--- src/latc_pkg.sv ---
// Purpose: Shared constants and types for the lock acquisition and tracking control block.
// Assumes: One 200 MHz clock, 32-bit register port, word-indexed register addresses.
// Notes: Register indices are word addresses on the plain register port.
package latc_pkg;

    // ==========================================================
    // Register map.
    // ==========================================================
    localparam logic [7:0] LATC_ADDR_CTRL = 8'h17; // Acquisition/tracking control.
    localparam logic [7:0] LATC_ADDR_HALT = 8'h18; // Halt location, write only.
    localparam logic [7:0] LATC_ADDR_RESTART = 8'h19; // Restart location, write only.
    localparam logic [7:0] LATC_ADDR_STAT = 8'h1A; // Sticky event status.
    localparam logic [7:0] LATC_ADDR_MASK = 8'h1B; // Event mask.
    localparam logic [7:0] LATC_ADDR_STATE = 8'h1C; // Live state readback.

    // ==========================================================
    // Control field positions and reset values.
    // ==========================================================
    localparam int LATC_BIT_SWEEP_EN = 0;
    localparam int LATC_BIT_LOCK = 2;
    localparam int LATC_BIT_ACQ_SEL = 3;
    localparam int LATC_BIT_SM_CTRL = 4;
    localparam int LATC_LSB_SWEEP_LEN = 5;
    localparam int LATC_LSB_VERIFY_LEN = 9;
    localparam int LATC_BIT_CONT_SWEEP = 13;
    localparam int LATC_BIT_FL_EN = 14;
    localparam logic [15:0] LATC_CTRL_RESET = 16'h0000;
    localparam logic [15:0] LATC_CTRL_WMASK = 16'h7FFD; // Bits 15 and 1 read zero.
    localparam logic [3:0] LATC_EVT_RESET = 4'h0;

    // Event bit positions in the status and mask registers.
    localparam int LATC_EVT_LOCK = 0;
    localparam int LATC_EVT_FALSE_LOCK = 1;
    localparam int LATC_EVT_LOSS = 2;
    localparam int LATC_EVT_STOPPED = 3;

    // ==========================================================
    // Types.
    // ==========================================================
    typedef enum logic [2:0] {
        LATC_ACQUIRE,
        LATC_VERIFY,
        LATC_LOCKED,
        LATC_FALSE_LOCK
    } latc_state_e;

    // Sixteen bits in register order; the reserved bits 15 and 1 keep their places.
    typedef struct packed {
        logic rsvd_hi;
        logic fl_en;
        logic cont_sweep;
        logic [3:0] verify_len;
        logic [3:0] sweep_len;
        logic sm_ctrl;
        logic acq_sel;
        logic lock;
        logic rsvd_lo;
        logic sweep_en;
    } latc_ctrl_s;

    typedef struct packed {
        logic acq_params;
        logic sweep_gate;
        logic integ_run;
        logic locked;
    } latc_out_s;

endpackage : latc_pkg

--- src/latc_ctrl.sv ---
// Purpose: Acquisition/tracking control register and lock detector sequencer.
// Assumes: Integration-end, lock, overflow and compute strobes come from same-clock logic.
// Notes: Accumulator and sweep datapaths sit outside; this block steers them.
// Notes on behaviour
// RL1: Software writes zero to bits 15 and 1; upper sixteen bits unused.
// RL2: Bit 14 enables false-lock detection, only in the verify state.
// RL3: Enabled overflow before integration end forces the false-lock state.
// RL4: Disabled false-lock detection makes overflow irrelevant to sequencing.
// RL5: Bit 13 picks stepped sweep at 0, continuous sweep at 1.
// RL6: Bits 12-9 give verify periods, 0 to 15, before declaring lock.
// RL7: Continuous sweep: bits 8-5 count integration cycles of forced sweep.
// RL8: Stepped sweep: bits 8-5 count compute cycles with sweep input enabled.
// RL9: Bit 4 gives sequencing to microprocessor at 0, state machine at 1.
// RL10: Microprocessor control integrates the full period, ignoring rollover.
// RL11: Microprocessor control stops the accumulator after each period until restart.
// RL12: Under microprocessor control software chooses parameters and enables sweep.
// RL13: Bit 3 picks tracking parameters at 0, acquisition parameters at 1; under state-machine control the state picks them instead.
// RL14: Bit 2 drives the lock indication on status bit 6; under state-machine control the locked state drives it instead.
// RL15: Switching to state machine with bit 2 set starts in locked state.
// RL16: Bit 0 gates sweep into lag path, only under microprocessor control.
// RL17: False-lock detection suits square-wave data; otherwise disable it.
// RL18: Halt write stops sequencer at period end until a restart write; the stepped-sweep false-lock countdown and exit still run while halted.
// RL19: Verify state uses the false-lock accumulator with tracking parameters.
//
// The address-and-strobe port was decided locally.
module latc_ctrl (
    input wire logic sys_clk,
    input wire logic rst_n,
    input wire logic [7:0] reg_addr,
    input wire logic [31:0] reg_wdata,
    input wire logic reg_wr,
    input wire logic reg_rd,
    output logic [31:0] reg_rdata,
    input wire logic integ_end,
    input wire logic lock_detect,
    input wire logic fl_overflow,
    input wire logic compute_tick,
    input wire logic [5:0] status_low,
    output logic [6:0] status_output_bus,
    output logic integ_run,
    output logic acq_params,
    output logic sweep_gate,
    output logic fl_acc_use,
    output logic irq
);

    // ==========================================================
    // Register write decode.
    // ==========================================================
    latc_pkg::latc_ctrl_s ctrl;
    logic [3:0] evt_stat;
    logic [3:0] evt_mask;
    logic [3:0] evt_set;
    logic halted;
    logic halt_req;
    logic prev_sm_ctrl;
    logic up_wait;
    logic [3:0] cnt;
    latc_pkg::latc_state_e state;
    latc_pkg::latc_state_e next_state;

    wire wr_ctrl = reg_wr && (reg_addr == latc_pkg::LATC_ADDR_CTRL);
    wire wr_halt = reg_wr && (reg_addr == latc_pkg::LATC_ADDR_HALT);
    wire wr_restart = reg_wr && (reg_addr == latc_pkg::LATC_ADDR_RESTART);
    wire wr_stat = reg_wr && (reg_addr == latc_pkg::LATC_ADDR_STAT);
    wire wr_mask = reg_wr && (reg_addr == latc_pkg::LATC_ADDR_MASK);
    wire [15:0] ctrl_bits = ctrl;
    wire sm_mode = ctrl.sm_ctrl; // see RL9

    // Handover from microprocessor to state machine.
    wire sm_enter = sm_mode && !prev_sm_ctrl;

    // Overflow only counts when enabled and in verify.
    wire fl_hit = ctrl.fl_en && fl_overflow && (state == latc_pkg::LATC_VERIFY) && !integ_end; // see RL2, RL3, RL4

    // Sequencer step: an integration end while running under state-machine control.
    wire sm_step = sm_mode && !halted && integ_end;
    wire cnt_done = (cnt == 4'h0);

    // ==========================================================
    // Sequencer next state.
    // ==========================================================
    always_comb
    begin
        next_state = state;
        unique case (state)
            latc_pkg::LATC_ACQUIRE:
            begin
                if (sm_step && lock_detect)
                begin
                    next_state = (ctrl.verify_len == 4'h0) ? latc_pkg::LATC_LOCKED
                                                           : latc_pkg::LATC_VERIFY; // see RL6
                end
            end
            latc_pkg::LATC_VERIFY:
            begin
                if (fl_hit && !halted)
                begin
                    next_state = latc_pkg::LATC_FALSE_LOCK; // see RL3
                end
                else if (sm_step && !lock_detect)
                begin
                    next_state = latc_pkg::LATC_ACQUIRE;
                end
                else if (sm_step && cnt == 4'h1)
                begin
                    next_state = latc_pkg::LATC_LOCKED; // see RL6
                end
            end
            latc_pkg::LATC_LOCKED:
            begin
                if (sm_step && !lock_detect)
                begin
                    next_state = latc_pkg::LATC_ACQUIRE;
                end
            end
            latc_pkg::LATC_FALSE_LOCK:
            begin
                if (ctrl.cont_sweep ? (sm_step && cnt_done) : (compute_tick && cnt_done))
                begin
                    next_state = latc_pkg::LATC_ACQUIRE; // see RL7, RL8
                end
            end
        endcase
    end

    // ==========================================================
    // Sequencer state, counters and handover.
    // ==========================================================
    always_ff @(posedge sys_clk or negedge rst_n)
    begin
        if (!rst_n)
        begin
            state <= latc_pkg::LATC_ACQUIRE;
            cnt <= 4'h0;
            prev_sm_ctrl <= 1'b0;
        end
        else
        begin
            prev_sm_ctrl <= sm_mode;
            if (sm_enter)
            begin
                state <= ctrl.lock ? latc_pkg::LATC_LOCKED : latc_pkg::LATC_ACQUIRE; // see RL15
                cnt <= 4'h0;
            end
            else if (!sm_mode)
            begin
                state <= latc_pkg::LATC_ACQUIRE;
            end
            else
            begin
                state <= next_state;
                if (next_state != state)
                begin
                    cnt <= (next_state == latc_pkg::LATC_VERIFY) ? ctrl.verify_len
                                                                 : ctrl.sweep_len;
                end
                else if (!cnt_done && (ctrl.cont_sweep || state != latc_pkg::LATC_FALSE_LOCK)
                         && sm_step)
                begin
                    cnt <= cnt - 4'h1;
                end
                else if (!cnt_done && !ctrl.cont_sweep && compute_tick
                         && state == latc_pkg::LATC_FALSE_LOCK)
                begin
                    cnt <= cnt - 4'h1; // see RL8
                end
            end
        end
    end

    // ==========================================================
    // Halt, restart and microprocessor period stop.
    // ==========================================================
    always_ff @(posedge sys_clk or negedge rst_n)
    begin
        if (!rst_n)
        begin
            halt_req <= 1'b0;
            halted <= 1'b0;
            up_wait <= 1'b0;
        end
        else
        begin
            if (wr_restart)
            begin
                halt_req <= 1'b0;
                halted <= 1'b0; // see RL18
            end
            else if (wr_halt)
            begin
                halt_req <= 1'b1;
            end
            else if (halt_req && integ_end)
            begin
                halted <= 1'b1; // see RL18
                halt_req <= 1'b0;
            end
            if (!sm_mode && integ_end && !wr_restart)
            begin
                up_wait <= 1'b1; // see RL11
            end
            else if (wr_restart || sm_mode)
            begin
                up_wait <= 1'b0;
            end
        end
    end

    // ==========================================================
    // Control, status and mask registers.
    // ==========================================================
    assign evt_set[latc_pkg::LATC_EVT_LOCK] = sm_mode && state != latc_pkg::LATC_LOCKED
                                              && next_state == latc_pkg::LATC_LOCKED;
    assign evt_set[latc_pkg::LATC_EVT_FALSE_LOCK] = sm_mode && fl_hit && !halted;
    assign evt_set[latc_pkg::LATC_EVT_LOSS] = sm_mode && state == latc_pkg::LATC_LOCKED
                                              && next_state == latc_pkg::LATC_ACQUIRE;
    assign evt_set[latc_pkg::LATC_EVT_STOPPED] = (halt_req && integ_end && !wr_restart)
                                                 || (!sm_mode && integ_end);

    always_ff @(posedge sys_clk or negedge rst_n)
    begin
        if (!rst_n)
        begin
            ctrl <= latc_pkg::LATC_CTRL_RESET;
            evt_stat <= latc_pkg::LATC_EVT_RESET;
            evt_mask <= latc_pkg::LATC_EVT_RESET;
        end
        else
        begin
            if (wr_ctrl)
            begin
                ctrl <= reg_wdata[15:0] & latc_pkg::LATC_CTRL_WMASK; // see RL1
            end
            if (wr_mask)
            begin
                evt_mask <= reg_wdata[3:0];
            end
            // Set wins over a write-one clear in the same cycle.
            evt_stat <= (evt_stat & ~(wr_stat ? reg_wdata[3:0] : 4'h0)) | evt_set;
        end
    end

    // ==========================================================
    // Read data, one cycle after the strobe.
    // ==========================================================
    logic [31:0] next_rdata;
    always_comb
    begin
        next_rdata = 32'h0000_0000;
        unique case (reg_addr)
            latc_pkg::LATC_ADDR_CTRL: next_rdata = {16'h0000, ctrl_bits};
            latc_pkg::LATC_ADDR_STAT: next_rdata = {28'h0000000, evt_stat};
            latc_pkg::LATC_ADDR_MASK: next_rdata = {28'h0000000, evt_mask};
            latc_pkg::LATC_ADDR_STATE: next_rdata = {24'h000000, cnt, halted, up_wait,
                                                    2'(state)};
            default: next_rdata = 32'h0000_0000;
        endcase
    end

    always_ff @(posedge sys_clk or negedge rst_n)
    begin
        if (!rst_n)
        begin
            reg_rdata <= 32'h0000_0000;
        end
        else
        begin
            reg_rdata <= reg_rd ? next_rdata : 32'h0000_0000;
        end
    end

    // ==========================================================
    // Outputs to the loop datapath.
    // ==========================================================
    wire lock_ind = sm_mode ? (state == latc_pkg::LATC_LOCKED) : ctrl.lock; // see RL14
    wire sm_sweep = (state == latc_pkg::LATC_FALSE_LOCK)
                    || (state == latc_pkg::LATC_ACQUIRE);
    wire sm_acq = (state == latc_pkg::LATC_ACQUIRE) || (state == latc_pkg::LATC_FALSE_LOCK);

    always_ff @(posedge sys_clk or negedge rst_n)
    begin
        if (!rst_n)
        begin
            status_output_bus <= 7'h00;
            integ_run <= 1'b0;
            acq_params <= 1'b0;
            sweep_gate <= 1'b0;
            fl_acc_use <= 1'b0;
            irq <= 1'b0;
        end
        else
        begin
            status_output_bus <= {lock_ind, status_low}; // see RL14
            integ_run <= sm_mode ? !halted : !up_wait; // see RL10, RL11
            acq_params <= sm_mode ? sm_acq : ctrl.acq_sel; // see RL13, RL19
            sweep_gate <= sm_mode ? sm_sweep : ctrl.sweep_en; // see RL16, RL5
            fl_acc_use <= sm_mode && (state == latc_pkg::LATC_VERIFY); // see RL19
            irq <= |(evt_stat & evt_mask);
        end
    end

endmodule : latc_ctrl

--- config.mk ---
export PLATFORM = sky130hd
export DESIGN_NAME = latc_ctrl
export DESIGN_NICKNAME = d
export VERILOG_FILES = /design/src/latc_pkg.sv /design/src/latc_ctrl.sv
export SDC_FILE = /design/constraint.sdc
export NUM_CORES = 1
export LEC_CHECK = 0
export ABC_AREA = 0
export BUFFER_PORTS_ARGS = -buffer_cell sky130_fd_sc_hd__buf_4
export CORE_UTILIZATION = 49
export DETAILED_ROUTE_END_ITERATION = 10
export PLACE_DENSITY = 0.78
export SETUP_SLACK_MARGIN = 0.5
export SYNTH_ARGS = -nofsm -noshare
export SYNTH_HDL_FRONTEND = slang
export SYNTH_SLANG_ARGS = --single-unit
--- constraint.sdc ---
create_clock -name sys_clk -period 3.3 [get_ports sys_clk]
set_input_delay 0.66 -clock sys_clk [delete_from_list [all_inputs] [get_ports sys_clk]]
set_output_delay 0.66 -clock sys_clk [all_outputs]
set_load 0.02 [all_outputs]
# After elaboration in Yosys (flattened, before gate mapping)
# Index checks and enable logic that the tools add are counted.
# word_totals
regBits,77
inputBits,54
output_inout_bits,44
wordCells,135
# classes
add_sub_neg,1
n_eq_ne,16
n_mux,33
bitwise,4
n_reduce_logical,58
# ops
operator,count
$pmux W15 S4,1
$eq A8 B5 Y1 const B,6
$logic_and A1 B1 Y1,33
$mux W32,1
$mux W4,7
$mux W3,8
$mux W1,13
$pmux W3 S4,1
$eq A3 B2 Y1 const B,3
$logic_not A1 Y1,9
$and A4 B4 Y4,2
$logic_not A4 Y1,2
$eq A3 B1 Y1 const B,2
$logic_not A3 Y1,2
$ne A3 B2 Y1 const B,2
$reduce_bool A2 Y1,3
$eq A4 B1 Y1 const B,1
$logic_or A1 B1 Y1,4
$mux W2,2
$not A4 Y4,1
$or A4 B4 Y4,1
$reduce_and A2 Y1,2
$reduce_bool A4 Y1,1
$reduce_or A4 Y1,1
4 further kinds,4

# Logic depth before layout (Yosys ltp)
# Gate-level depths: netlist of run 1.
# depth
word_depth,13
mapped_depth,9
depth_no_buf,8

# Worst setup path before layout of run 1
# OpenSTA, ideal clock, no wires.
# synth_timing
kind,in2reg
from,input port reg_addr[5]
to,register evt_mask[0]
setup_time_ns,0.125
arrival_ns,2.240
required_ns,3.175
setup_slack_ns,0.936
cell_stages,5
n_path_buf,0
path_cell_list,or4b_1 > and4bb_2 > nand2_1 > nor2_1 > mux2_2
# synth_via
elab_chain_cells,2
# synth_rtl
element,line,text
from (decl),latc_ctrl.sv:29,"input wire logic [7:0] reg_addr,"
$eq A8 B5 Y1,latc_ctrl.sv:66,wire wr_mask = reg_wr && (reg_addr == latc_pkg::LATC_ADDR_MASK);
$logic_and A1 B1 Y1,latc_ctrl.sv:66,
to (signal assigned),latc_ctrl.sv:227,evt_mask <= latc_pkg::LATC_EVT_RESET;
to (signal assigned),latc_ctrl.sv:237,evt_mask <= reg_wdata[3:0];
to (decl),latc_ctrl.sv:52,logic [3:0] evt_mask;
# Every way passes these cells.
# A chain may end at the register's enable or synchronous reset.

# Worst setup path in the final report of run 1
# layout_timing
from,register cnt[0]
to,register cnt[3]
# layout_via
elab_chain_cells,11
elab_cells_between_ends,28
classes_between,1 x add/sub; 3 x eq/ne; 12 x mux; 12 x reduce/logical
# layout_rtl
element,line,text
from (decl),latc_ctrl.sv:58,logic [3:0] cnt;
from (signal assigned),latc_ctrl.sv:155,cnt <= (next_state == latc_pkg::LATC_VERIFY) ? ctrl.verify_len
from (signal assigned),latc_ctrl.sv:161,cnt <= cnt - 4'h1;
from (signal assigned),latc_ctrl.sv:166,cnt <= cnt - 4'h1;
$eq A4 B1 Y1,latc_ctrl.sv:105,else if (sm_step && cnt == 4'h1)
$logic_and A1 B1 Y1,latc_ctrl.sv:105,
$mux W3,latc_ctrl.sv:105,
$mux W3,latc_ctrl.sv:101,else if (sm_step && !lock_detect)
$mux W3,latc_ctrl.sv:97,if (fl_hit && !halted)
$pmux W3 S4,latc_ctrl.sv:86,unique case (state)
$eq A3 B1 Y1,latc_ctrl.sv:155,
$mux W4,latc_ctrl.sv:155,
$mux W4,latc_ctrl.sv:153,if (next_state != state)
$mux W4,latc_ctrl.sv:146,else if (!sm_mode)
$mux W4,latc_ctrl.sv:141,if (sm_enter)
# Parallel ways exist; a longest one is shown, timed or not. The select of a mux whose other input is x is not followed.

==> run summary, run 1 <==
Of all nets on the critical path, the largest fanout is 11. The static leakage is about 1.8 nW. The post-synthesis cell type with the largest combined area is sky130_fd_sc_hd__dfrtp_1. The per-cell routed wire length came out at about 15 µm. In the finished design, the share of the clock period the worst path needs comes to 0.799. The ratio of routed vias to standard cells is 5.61. The pin count of the biggest net entering global routing came out at 61. The H-tree level count is 3. VDD sags by at most between 0.2 and 0.25 mV. The post-synthesis sequential area ratio is 0.497. The fraction of layout instances using a drive strength above 1 is 0.325.

Of the total power, the clock network draws 0.390. Measured in cells, the most critical reg-to-reg path has a length of 9. The worst pin sits at a relative slew slack of 0.517. Setup repair after global routing left no endpoint under its margin. Summing all placed instances gives a cell area of around 3500 µm². After layout, the minimum clock period comes to around 2.6 ns. The first global-routing pass estimated ~10 mm of wire. In this run, synthesis produced a sequential element count of 60. The combined area of the multi-input logic cells is roughly 1400 µm². The critical path data required time is roughly 3.5 ns. The number of non-filler instances in the completed layout is just over 400. The number of enable flip-flop cells after synthesis came out at 0. After floorplanning, the core was divided into 28 placement rows. In this run the critical register-to-register path is launched from cnt[0]. The count of buffers added on input and output ports is 63. Sorting the synthesized cells by area gives the leading types as sky130_fd_sc_hd__dfrtp_1 50%, sky130_fd_sc_hd__buf_4 4.5%, sky130_fd_sc_hd__mux2_2 4.5%, sky130_fd_sc_hd__mux2_1 3.7%, sky130_fd_sc_hd__a22oi_1 2.0%.

The via count of the first global-routing pass is approximately 2100. Synthesis produced a netlist whose cell count is roughly 260. The critical path is of the reg2reg type. Of the total power, the share spent switching nets is 0.235.

For this run, asynchronously set or reset flops after synthesis account for 1.00. The warning count from the yosys run is 0. The flop-to-flop setup slack is ~0.66 ns. The final wirelength came out at around 6.3 mm. Fill cells in the final layout number around 480. The run finished with clean final reports. The count of final setup violators came out at 0. The later pin in the worst-skew pair is clocked with a latency of 0.33 ns. Relative to the synthesized area, the layout overhead comes to 22.6%. Of the post-synthesis cell area, the dominant cell type holds 0.497. The total internal power came out at around 1.2 mW. The number of routed nets with antenna violations is 0. The final non-filler cell area is between 3000 and 4000 µm².

The category of the worst setup path capture point is a flip-flop. The sequential cell fraction of total power is 0.516. The final count of hold timing violations is 0. After detailed routing, the number of remaining DRC violations is 0.

The portion of total power attributed to combinational logic is 0.093. The via count of the routed design is around 2300. The final layout net count came out at slightly below 400.

The number of antenna diodes is 0. The initial antenna violation count is 0. CTS placed an instance of sky130_fd_sc_hd__clkbuf_8 at the clock tree root. The post-detailed-placement half-perimeter wirelength is between 4 and 5 mm.

The clock passes through at most 2 buffers. The startpoint type of the worst setup path is a flip-flop. Between clock sinks in the finished design, the worst skew comes to 0.00724 ns. The slew at the pin closest to its max-slew limit came out at 0.725 ns. The sequential cell area in the final layout came out at 1500 µm².

The analysis attributes to net switching a power of roughly 0.35 mW. The dominant register cell in the synthesized netlist is sky130_fd_sc_hd__dfrtp_1. The initial core utilization is 0.511.

The count of pins on the block boundary came out at 98. The floorplan step defined a die boundary enclosing roughly 6500 µm². The initial DRC count is 280.

The sum of internal, switching and leakage power is 1.51 mW. The data arrival time of the worst path is roughly 2.8 ns. In this run the power density over the cells is roughly 410 nW/µm².

The sum of overflow across all layers after global routing came out at 0. The floorplan step defined a core boundary enclosing around 6000 µm². The mapped cell area is between 3000 and 4000 µm². The die extent in y is slightly above 80 µm.

The total routing resource utilization after global routing came out at 0.213. After routing, the total negative slack on setup checks comes to 0 ns. TritonCTS built the clock tree.

Routability-driven placement finished with a final weighted congestion of between 0.8 and 0.9. The number of clock sinks is 60. The number of placed instances with taps included came out at 393. The synthesized area per cell is between 10 and 15 µm².

The clock-pin slew on the worst setup and hold paths came out at around 0.07 ns. The number of max-slew violations in the final report is 0. In this run, distinct cell masters in the synthesized netlist total ~60. The die width came out at around 80 µm.

The number of max-cap violations came out at 0. The first detailed-routing pass ran for 5 iterations. The total of hold buffers inserted after clock tree synthesis came out at 0.

The number of buffers created by CTS came out at 9. The timing-limited maximum frequency is roughly 0.38 GHz. The worst hold path class is in2async. In this run the critical register-to-register path is captured at cnt[3].
-- per-stage QoR --
step                      worst slack [ns]  hold slack, ns   util
final                                0.663           0.387  0.626
after global routing                 0.542           0.411  0.626
after CTS                            0.529           0.408  0.619
after detailed placement             0.538           0.477  0.589
after global placement               0.614           0.471  0.589
after floorplan                      0.936           0.349      -
-- critical path: stages (launching register included) --
cell and delay, ns:
sky130_fd_sc_hd__dfrtp_1 0.43, sky130_fd_sc_hd__inv_1 0.13, sky130_fd_sc_hd__ha_1 0.20, sky130_fd_sc_hd__or3b_4 0.41, sky130_fd_sc_hd__a211oi_4 0.35, sky130_fd_sc_hd__and3_1 0.26
sky130_fd_sc_hd__a221oi_4 0.08, sky130_fd_sc_hd__buf_12 0.17, sky130_fd_sc_hd__a221oi_1 0.32, sky130_fd_sc_hd__o22ai_1 0.14
-- final cells by class --
type / instances / area share
Sequential cell: 60 / 0.405
Clock buffer: 15 / 0.0476
Timing Repair Buffer: 67 / 0.139
Multi-Input combinational cell: 175 / 0.364
Clock inverter: 1 / 0.00135
Tap cell: 75 / 0.0253
Inverter: 17 / 0.0172
-- kinds of logic after synthesis --
group,Yosys count,synth area share
flops,60,0.497
fa+ha+maj,2,0.00828
other cells,1,0.00124
buf+inv,45,0.0828
compound gates,53,0.147
mux,28,0.103
simple gates,75,0.161
-- synth_stat cells (all sizes together) (2+ instances only) --
cell type  instances
a2111oi            3
a21o               2
a221oi             4
a222oi             3
a22oi              8
a31o               3
a31oi              2
a32o               3
a41oi              3
and2               3
and3               8
and4bb             3
buf               24
clkbuf             4
dfrtp             60
ha                 2
inv               17
mux2              23
mux2i              5
nand2             11
nand2b             4
nand3b             4
nand4b             3
nor2              16
nor2b              6
nor3               5
nor3b              2
o211ai             2
o21ai              7
o22ai              4
or3b               2
or4                2
-- layout by cell type, fill, tap and decap left out, drive strengths merged, types with 3 or more instances in the layout --
| master | netlist | layout |
|---|---|---|
| buf | 24 | 67 |
| dfrtp | 60 | 60 |
| mux2 | 23 | 23 |
| conb | 1 | 17 |
| inv | 17 | 17 |
| nor2 | 16 | 16 |
| clkbuf | 4 | 15 |
| nand2 | 11 | 11 |
| a22oi | 8 | 8 |
| and3 | 8 | 8 |
| o21ai | 7 | 7 |
| nor2b | 6 | 6 |
| mux2i | 5 | 5 |
| nor3 | 5 | 5 |
| nand3b | 4 | 4 |
| nand2b | 4 | 4 |
| o22ai | 4 | 4 |
| a221oi | 4 | 4 |
| and2 | 3 | 3 |
| nand4b | 3 | 3 |
| a32o | 3 | 3 |
| a222oi | 3 | 3 |
| a41oi | 3 | 3 |
| a2111oi | 3 | 3 |
| and4bb | 3 | 3 |
| a31o | 3 | 3 |
-- worst max-delay path by stage --
stage | from | to | slack [ns] | cells after the start
after floorplan | reg_addr[5] | evt_mask[0] | 0.94 | 5
after global routing | cnt[0] | cnt[2] | 0.54 | 9
after global placement | cnt[0] | cnt[0] | 0.61 | 8
after CTS | cnt[0] | cnt[0] | 0.53 | 8
after detailed placement | cnt[0] | cnt[0] | 0.54 | 8
final | cnt[0] | cnt[3] | 0.66 | 9
-- power by group through the flow --
stage	clock network, mW	registers (mW)	logic [mW]
floorplan	0	0.795	0.0754
global placement	0	0.791	0.139
detailed placement	0	0.792	0.141
CTS	0.608	0.778	0.142
global route	0.647	0.781	0.155
finish	0.589	0.779	0.141
-- state kept, by name, indices dropped and copies added (netlist names) --
name,count
irq,1
prev_sm_ctrl,1
evt_mask,4
sweep_gate,1
sm_mode,1
reg_rdata,15
integ_run,1
ctrl,13
acq_params,1
up_wait,1
halted,1
cnt,4
state,3
evt_stat,4
fl_acc_use,1
halt_req,1
status_output_bus,7
-- routing by layer --
| metal | track usage | part of all wire | up-vias |
|---|---|---|---|
| met3 | 0.0477 | 0.075 | 15 |
| met2 | 0.308 | 0.46 | 110 |
| met5 | 0 | 0 | - |
| met4 | 0.107 | 0.020 | 0 |
| met1 | 0.297 | 0.45 | 1106 |
| li1 | - | - | 1070 |
-- what timing repair did --
item,4_1_cts,5_1_grt
endpoints found under the setup margin,0,4
gates resized for setup,0,2
buffers inserted,0,1
Note: power is estimated with default switching activity, not from simulation.
==> run 2, diff against run 1 <==
- ABC_AREA: 0 -> 1
- CORE_UTILIZATION: 49 -> 46
- PLACE_DENSITY: 0.78 -> 0.76
- clock period: 3.3 -> 2.2 ns (I/O delays scaled with it)
==> run 2 against run 1 <==
Routed wire length grew 11%. Cell area rose by 6.3%. Global-route usage down 0.13 points. Flip-flop and latch count unchanged. Non-clock buffer count up 11. Largest cell class unchanged.
==> run summary, run 2 <==
The flow ran to the end, and the final reports show no timing, DRC or antenna violations. The largest driver fanout on the critical path was 7 (-4). The die extent in y was 83.0 µm (+3.1%). The full die area is 6890 µm² (+6.3%). The largest clock skew in the final design came out at 0.00462 ns (-0.00262 ns).

The ratio of total power to cell area is 1060 nW/µm² (+160%). Walking the worst path, the cells encountered are clkinv_4, nand3_4, inv_2, nand2_1, nor2_2, nor2_2, nand2_2, nand2_4, nand2_4, nand3_4, nor2_4, nand2_2, nand2_4, inv_4, nand2_1, nand2_1. The number of antenna diodes came to 0 (unchanged). The final wirelength was 7.04 mm (+11%). The placement row count came out at 29 (+3.6%).

The total iterations of the first detailed-routing run came to 5 (unchanged). The static leakage is 2.05 nW (+15%). The dominant register cell in the synthesized netlist is sky130_fd_sc_hd__dfrtp_1. The H-tree level count came to 3 (unchanged). Broken down by cell family, the worst path's largest delay share belongs to simple AND/OR/NAND/NOR gates. The sum of internal, switching and leakage power came out at 4.19 mW (+180%). The initial antenna violation count came out at 0 (unchanged). The number of register bits inferred by synthesis is 60 (unchanged). The clock-pin slew on the worst setup and hold paths came to 0.06 ns (about the same). The post-detailed-placement half-perimeter wirelength was 5.05 mm (+9.2%). The buffer depth of the longest clock path came out at 2 (unchanged).

The worst hold margin came out at 0.157 ns (-0.229 ns). The synthesized area per cell came to 8.44 µm² (-26%). The post-synthesis cell type with the largest combined area is sky130_fd_sc_hd__dfrtp_1. The register name with the most flops is reg_rdata. The net switching fraction of the power is 0.392 (+0.157). The count of buffers from port buffering is 63 (unchanged). The first-pass GRT wire length is 11.5 mm (+12%). The count of final setup violators is 0 (unchanged). The source-to-sink clock delay at the later pin of the worst-skew pair came out at 0.34 ns (about the same). The ratio of routed vias to standard cells is 5.08 (-9.4%). The warning count from the yosys run was 0 (unchanged). The tightest min-delay check is of the in2async type. The data arrival time of the worst path came out at 2.35 ns (-0.48 ns). The area share of the largest cell type after synthesis came to 0.497 (about the same). The final count of hold timing violations is 0 (unchanged).

Counting instances in the post-synthesis netlist gives the leading cell types as 81 x sky130_fd_sc_hd__nand2_1, 60 x sky130_fd_sc_hd__dfrtp_1, 47 x sky130_fd_sc_hd__inv_1. The slew at the pin closest to its max-slew limit is 0.712 ns (-0.0129 ns). The sum of overflow across all layers after global routing came out at 0 (unchanged). The cell area after placement came out at 3530 µm² (+1.2%).

The residual DRC count is 0 (unchanged). The minimum setup slack after placement is 0.136 ns (-0.401 ns). The initial DRC count is 157 (-44%). The startpoint type of the worst setup path is a flip-flop. The part of the cycle the worst path needs came out at 0.960 (+0.161). The clock group share of total power is 0.233 (-0.157).

The portion of total power attributed to combinational logic was 0.435 (+0.342). The sequential cell fraction of total power is 0.332 (-0.184). The pin count of the biggest net entering global routing was 61 (unchanged). The combined area of the multi-input logic cells is 1350 µm² (-0.37%). The mapped cell area came to 3020 µm² (about the same). The core area is 6350 µm² (+7.2%). The via count of the first global-routing pass is 2539 (+22%). The most common cell in the synthesized netlist is sky130_fd_sc_hd__nand2_1.

The synthesis-to-finish area growth is 30.5%. The number of buffer and inverter stages on the critical path came out at 3 (+1). The via count of the routed design came to 2658 (+16%).

The number of distinct library cells after synthesis is 39 (-36%). The switching power was 1.64 mW (+360%). After synthesis, the cell types taking the most area are sky130_fd_sc_hd__dfrtp_1 50%, sky130_fd_sc_hd__nand2_1 10%, sky130_fd_sc_hd__inv_1 5.8%, sky130_fd_sc_hd__o21ai_0 4.6%, sky130_fd_sc_hd__buf_4 4.5%. The final non-filler cell area came out at 3940 µm² (+6.3%).

The number of enable flip-flop cells after synthesis came out at 0 (unchanged). The library cell used most frequently in the layout, excluding fill and tap cells, is sky130_fd_sc_hd__buf_4. The post-synthesis sequential area ratio came out at 0.497 (about the same).

The highest ir drop seen on vdd came out at 0.611 mV (+190%). The post-synthesis cell count came out at 358 (+36%). The final worst setup slack came to 0.0878 ns (-0.575 ns). The fraction of layout instances using a drive strength above 1 was 0.330 (+0.00422). The total routing resource utilization after global routing was 0.212 (-0.00132).

The tree is rooted in a sky130_fd_sc_hd__clkbuf_8. The setup total negative slack is 0 ns (unchanged). The peak per-stage delay on the critical path came out at 0.48 ns (+0.05 ns). TritonCTS built the clock tree.

The critical path data required time came out at 2.43 ns (-1.06 ns). The timing-limited maximum frequency is 0.473 GHz (+25%). The layout filler cell count was 538 (+13%). The number of routed nets with antenna violations is 0 (unchanged).

The async set-reset flop share out of synthesis came out at 1.00 (unchanged). Setup repair after global routing could not meet its margin everywhere. The die width came out at 83.0 µm (+3.1%). The sequential cell area in the final layout is 1510 µm² (+0.25%).

The largest registers in the layout are reg_rdata (15), ctrl (13), status_output_bus (7). The time the worst path needs with I/O delays and setup is 2.11 ns (-0.525 ns). The worst max-slew margin expressed relative to the limit is 0.525 (+0.00861).

The worst setup path is captured at a flip-flop. The count of pins on the block boundary came out at 98 (unchanged). The number of max-cap violations is 0 (unchanged).

The weighted congestion reported at the end of routability-driven placement is 0.870 (+2.4%). The final layout net count was 499 (+29%). The number of max-slew violations in the final report came to 0 (unchanged).

The number of clock sinks came to 60 (unchanged). The per-cell routed wire length came out at 13.5 µm (-13%). The number of flip-flops under the largest register name came out at 15 (unchanged). The library cells used most frequently in the layout, excluding fill and tap cells, are 77 x sky130_fd_sc_hd__buf_4, 73 x sky130_fd_sc_hd__nand2_1, 57 x sky130_fd_sc_hd__dfrtp_1. The initial core utilization is 0.476 (-0.0349). The slowest stage of the critical path is the sky130_fd_sc_hd__dfrtp_2 cell. The critical path is of the reg2reg type. The total internal power is 2.54 mW (+120%).

The number of buffers created by CTS came out at 9 (unchanged).
[run 2: changes by cell type after synthesis, moves of 10 or more]
cell	delta
sky130_fd_sc_hd__nor2_1	+16
sky130_fd_sc_hd__o21ai_0	+21
sky130_fd_sc_hd__inv_1	+31
sky130_fd_sc_hd__mux2_1	-10
sky130_fd_sc_hd__mux2_2	-11
sky130_fd_sc_hd__nand2_1	+72
sky130_fd_sc_hd__nand4_1	+13
[run 2: final cells by class]
class                           instances  share of cell area
Sequential cell                        60               0.382
Multi-Input combinational cell        239               0.342
Timing Repair Buffer                   78               0.150
Inverter                               55              0.0543
Clock buffer                           12              0.0394
Tap cell                               77              0.0244
Clock inverter                          2             0.00889
[run 2: cell families after synthesis]
kind of cell               after synthesis  share of synthesized area
adders and majority gates                2                    0.00828
AOI/OAI and AO/OA                       53                      0.102
DFF                                     60                      0.497
muxes                                    1                    0.00373
other                                    1                    0.00124
buffers and inverters                   75                      0.117
xor gates and xnor gates                 2                    0.00580
and+or+nand+nor                        164                      0.265
[run 2: worst paths after layout]
kind                          startpoint                   end  slack [ns]  depth (start not counted)
setup reg to reg                state[1]                cnt[1]        0.09                         16
hold / removal                     rst_n             integ_run        0.16                          1
max in group asynchronous          rst_n              state[1]        1.54                          1
hold reg to reg                  up_wait             integ_run        0.48                          1
setup / recovery                state[1]                cnt[1]        0.09                         16
min in group sys_clk       status_low[5]  status_output_bus[5]        0.21                          1
[run 2: metrics by stage]
step / util / std cells
finish: 0.621 / 523
global route: 0.621 / 523
CTS: 0.604 / 519
detailed placement: 0.555 / 497
global placement: 0.555 / 497
floorplan: - / 374
[run 2: power by group through the flow]
stage	registers (mW)	logic (mW)	clock network [mW]
after floorplan	1.42	0.982	0
after global placement	1.38	1.33	0
after detailed placement	1.39	1.36	0
after CTS	1.38	1.59	0.994
after global routing	1.40	1.99	1.06
final	1.39	1.82	0.976
[run 2: what timing repair did]
action	4_1_cts	5_1_grt
hold buffers	0	0
pin swaps	3	18
buffers inserted	8	4
setup endpoints to repair	5	14
resized for setup	16	22
[run 2: worst reg2reg max path: cells and delay by family (launching register included)]
family,cells,cell delay (ns)
buf+inv,3,0.27
flops,1,0.48
simple gates,13,1.26
[run 2: per-layer routing]
layer  GRT usage  up-vias  share of wire
met5           0        -              0
met4       0.108        0          0.023
met3      0.0676       19          0.062
met2       0.335      106           0.49
met1       0.259     1248           0.43
li1            -     1285              -
==> run 3, diff against run 2 <==
==> constraint.sdc (replaced) <==
create_clock -name sys_clk -period 2.2 [get_ports sys_clk]
set_input_delay 0.33 -clock sys_clk [delete_from_list [all_inputs] [get_ports sys_clk]]
set_output_delay 0.33 -clock sys_clk [all_outputs]
set_load 0.02 [all_outputs]
==> run 3 against run 2 <==
Maximum frequency grew 9.9%. Global-route usage shrank 0.15 points. Count of clock-buffer cells in the layout shrank 1. Combinational power shrank 4%. Cell count grew 0.96%. Sequential share of layout area grew 0.30 points. Hold slack lost 0.13 ns. Critical path depth grew 1. Total power shrank 3.2%. Non-clock buffer count grew 3. Core utilization shrank 0.43 points.
==> run summary, run 3 (synthesized netlist as in run 2, its figures left out) <==
The worst setup path is launched from a flip-flop. The static leakage is 2.03 nW (-1.1%). The number of max-slew violations in the final report is 0 (unchanged). The placement row count came out at 29 (unchanged). The final worst setup slack came out at 0.278 ns (+0.190 ns).

The die width came out at 83.0 µm (unchanged). The path class of the tightest hold or removal check is in2async. The master cell of the clock root buffer is sky130_fd_sc_hd__clkbuf_8. The library cells used most frequently in the layout, excluding fill and tap cells, are 80 x sky130_fd_sc_hd__buf_4, 76 x sky130_fd_sc_hd__nand2_1, 56 x sky130_fd_sc_hd__dfrtp_1. More flip-flops sit in one register than any other, and that register is reg_rdata. The cell repeated most along the worst path is sky130_fd_sc_hd__nand2_2. The initial DRC count is 152 (-3.2%).

The clock-pin slew on the worst setup and hold paths came out at 0.07 ns (about the same). The initial antenna violation count was 0 (unchanged). The final count of hold timing violations is 0 (unchanged). The critical path is of the reg2reg type. The total routing resource utilization after global routing came out at 0.210 (-0.00148). The minimum setup slack after placement came out at 0.194 ns (+0.0585 ns). The peak per-stage delay on the critical path came out at 0.40 ns (-0.08 ns). The slew at the pin closest to its max-slew limit is 0.744 ns (+0.0324 ns).

The sum of overflow across all layers after global routing came out at 0 (unchanged). The count of final setup violators is 0 (unchanged). The die extent in y is 83.0 µm (unchanged). The number of flip-flops under the largest register name is 15 (unchanged). The first-pass GRT wire length came out at 11.4 mm (-0.48%).

The fraction of layout instances using a drive strength above 1 is 0.333 (+0.00300). The number of routed nets with antenna violations came to 0 (unchanged). The kind of cell adding the most delay to the critical path is simple AND/OR/NAND/NOR gates. The setup total negative slack came out at 0 ns (unchanged). The source-to-sink clock delay at the later pin of the worst-skew pair is 0.34 ns (about the same). The buffer depth of the longest clock path is 2 (unchanged). The highest ir drop seen on vdd came out at 0.489 mV (-20%). The number of clock sinks was 60 (unchanged).

The critical path data required time is 2.44 ns (about the same). The initial core utilization is 0.476 (unchanged). The final wirelength is 6.78 mm (-3.7%). The total iterations of the first detailed-routing run came out at 4 (-1). The flow ran to the end, and the final reports show no timing, DRC or antenna violations.

The largest clock skew in the final design is 0.00744 ns (+0.00282 ns). The final layout net count was 502 (+0.60%). The weighted congestion reported at the end of routability-driven placement came out at 0.862 (-0.90%). The via count of the routed design is 2630 (-1.1%).

The layout filler cell count is 566 (+5.2%). The worst max-slew margin expressed relative to the limit was 0.504 (-0.0216). The core area came out at 6350 µm² (unchanged). The H-tree level count was 3 (unchanged).

The number of buffer and inverter stages on the critical path is 2 (-1). The final non-filler cell area came to 3910 µm² (-0.70%). The commonest non-fill, non-tap cell in the layout is sky130_fd_sc_hd__buf_4. The pin count of the biggest net entering global routing is 61 (unchanged). The category of the worst setup path capture point is a flip-flop. The cell area after placement came out at 3530 µm² (unchanged).

The ratio of routed vias to standard cells was 4.98 (-2.0%). Walking the worst path, the cells encountered are inv_2, ha_4, nand2_2, nor2_1, nand2_1, nor2_2, nor2_2, nand2_2, nand2_4, nand2_2, nand3_2, nor2_4, nand2_2, nand2_4, inv_4, nand2_2, nand2_2. The number of antenna diodes is 0 (unchanged). The count of pins on the block boundary came out at 98 (unchanged). The timing-limited maximum frequency is 0.520 GHz (+9.9%). The count of buffers from port buffering was 63 (unchanged). The post-detailed-placement half-perimeter wirelength came out at 4.99 mm (-1.2%). For this design, the slowest cell found on the critical path is sky130_fd_sc_hd__dfrtp_1. The CTS tree is built. In the final layout, the registers with the most flip-flops are reg_rdata (15), ctrl (13), status_output_bus (7). The ratio of total power to cell area is 1040 nW/µm² (-2.5%).

The number of max-cap violations is 0 (unchanged). The data arrival time of the worst path was 2.16 ns (-0.19 ns). The per-cell routed wire length was 12.8 µm (-4.6%). The part of the cycle the worst path needs came out at 0.874 (-0.0865). The via count of the first global-routing pass is 2584 (+1.8%). The full die area is 6890 µm² (unchanged).

The residual DRC count is 0 (unchanged). The synthesis-to-finish area growth is 29.6%. Setup repair after global routing could not meet its margin everywhere. The largest driver fanout on the critical path is 7 (unchanged). The number of buffers created by CTS came out at 9 (unchanged).

The time the worst path needs with I/O delays and setup is 1.92 ns (-0.190 ns).
[run 3: through the flow]
step            util  std cells  total power, mW  hold slack, ns
2_1_floorplan      -        374             2.40          0.0344
3_3_place_gp   0.555        497             2.70           0.435
3_5_place_dp   0.555        497             2.74           0.441
4_1_cts        0.601        522             3.90          0.0732
5_1_grt        0.616        528             4.34          0.0749
6_report       0.616        528             4.05          0.0286
[run 3: worst paths after layout]
check / from / cells after the start / end / slack [ns]
min in group sys_clk: status_low[0] / 1 / status_output_bus[0] / 0.09
max in group asynchronous: rst_n / 1 / state[1] / 1.60
max: cnt[1] / 17 / cnt[1] / 0.28
min reg2reg: up_wait / 1 / integ_run / 0.47
min: rst_n / 1 / reg_rdata[0] / 0.03
max reg2reg: cnt[1] / 17 / cnt[1] / 0.28
[run 3: layout make-up]
| cell class | count | area [µm²] | share of cell area |
|---|---|---|---|
| clock inverters | 5 | 36.3 | 0.00927 |
| multi-input cells | 239 | 1300 | 0.332 |
| inverters | 55 | 211 | 0.0540 |
| repair buffers | 81 | 612 | 0.156 |
| well taps | 77 | 96.3 | 0.0246 |
| clock buffers | 11 | 151 | 0.0387 |
| flip-flops and latches | 60 | 1510 | 0.385 |
[run 3: metal layers]
| layer | wire, µm | global-route usage | up-vias |
|---|---|---|---|
| li1 | - | - | 1299 |
| met1 | 3010 | 0.265 | 1229 |
| met2 | 3230 | 0.334 | 81 |
| met3 | 336 | 0.0447 | 21 |
| met4 | 201 | 0.122 | 0 |
| met5 | 0 | 0 | - |
[run 3: timing repair]
action | in CTS | in global routing
buffers inserted | 9 | 6
hold buffers | 0 | 0
endpoints found under the setup margin | 4 | 7
gates resized for setup | 12 | 14
pin swaps | 8 | 10
[run 3: power breakdown]
group | internal (mW) | switching [mW] | total, mW
registers | 1.25 | 0.134 | 1.39
clock network | 0.469 | 0.442 | 0.911
logic | 0.733 | 1.02 | 1.75
total | 2.46 | 1.60 | 4.05
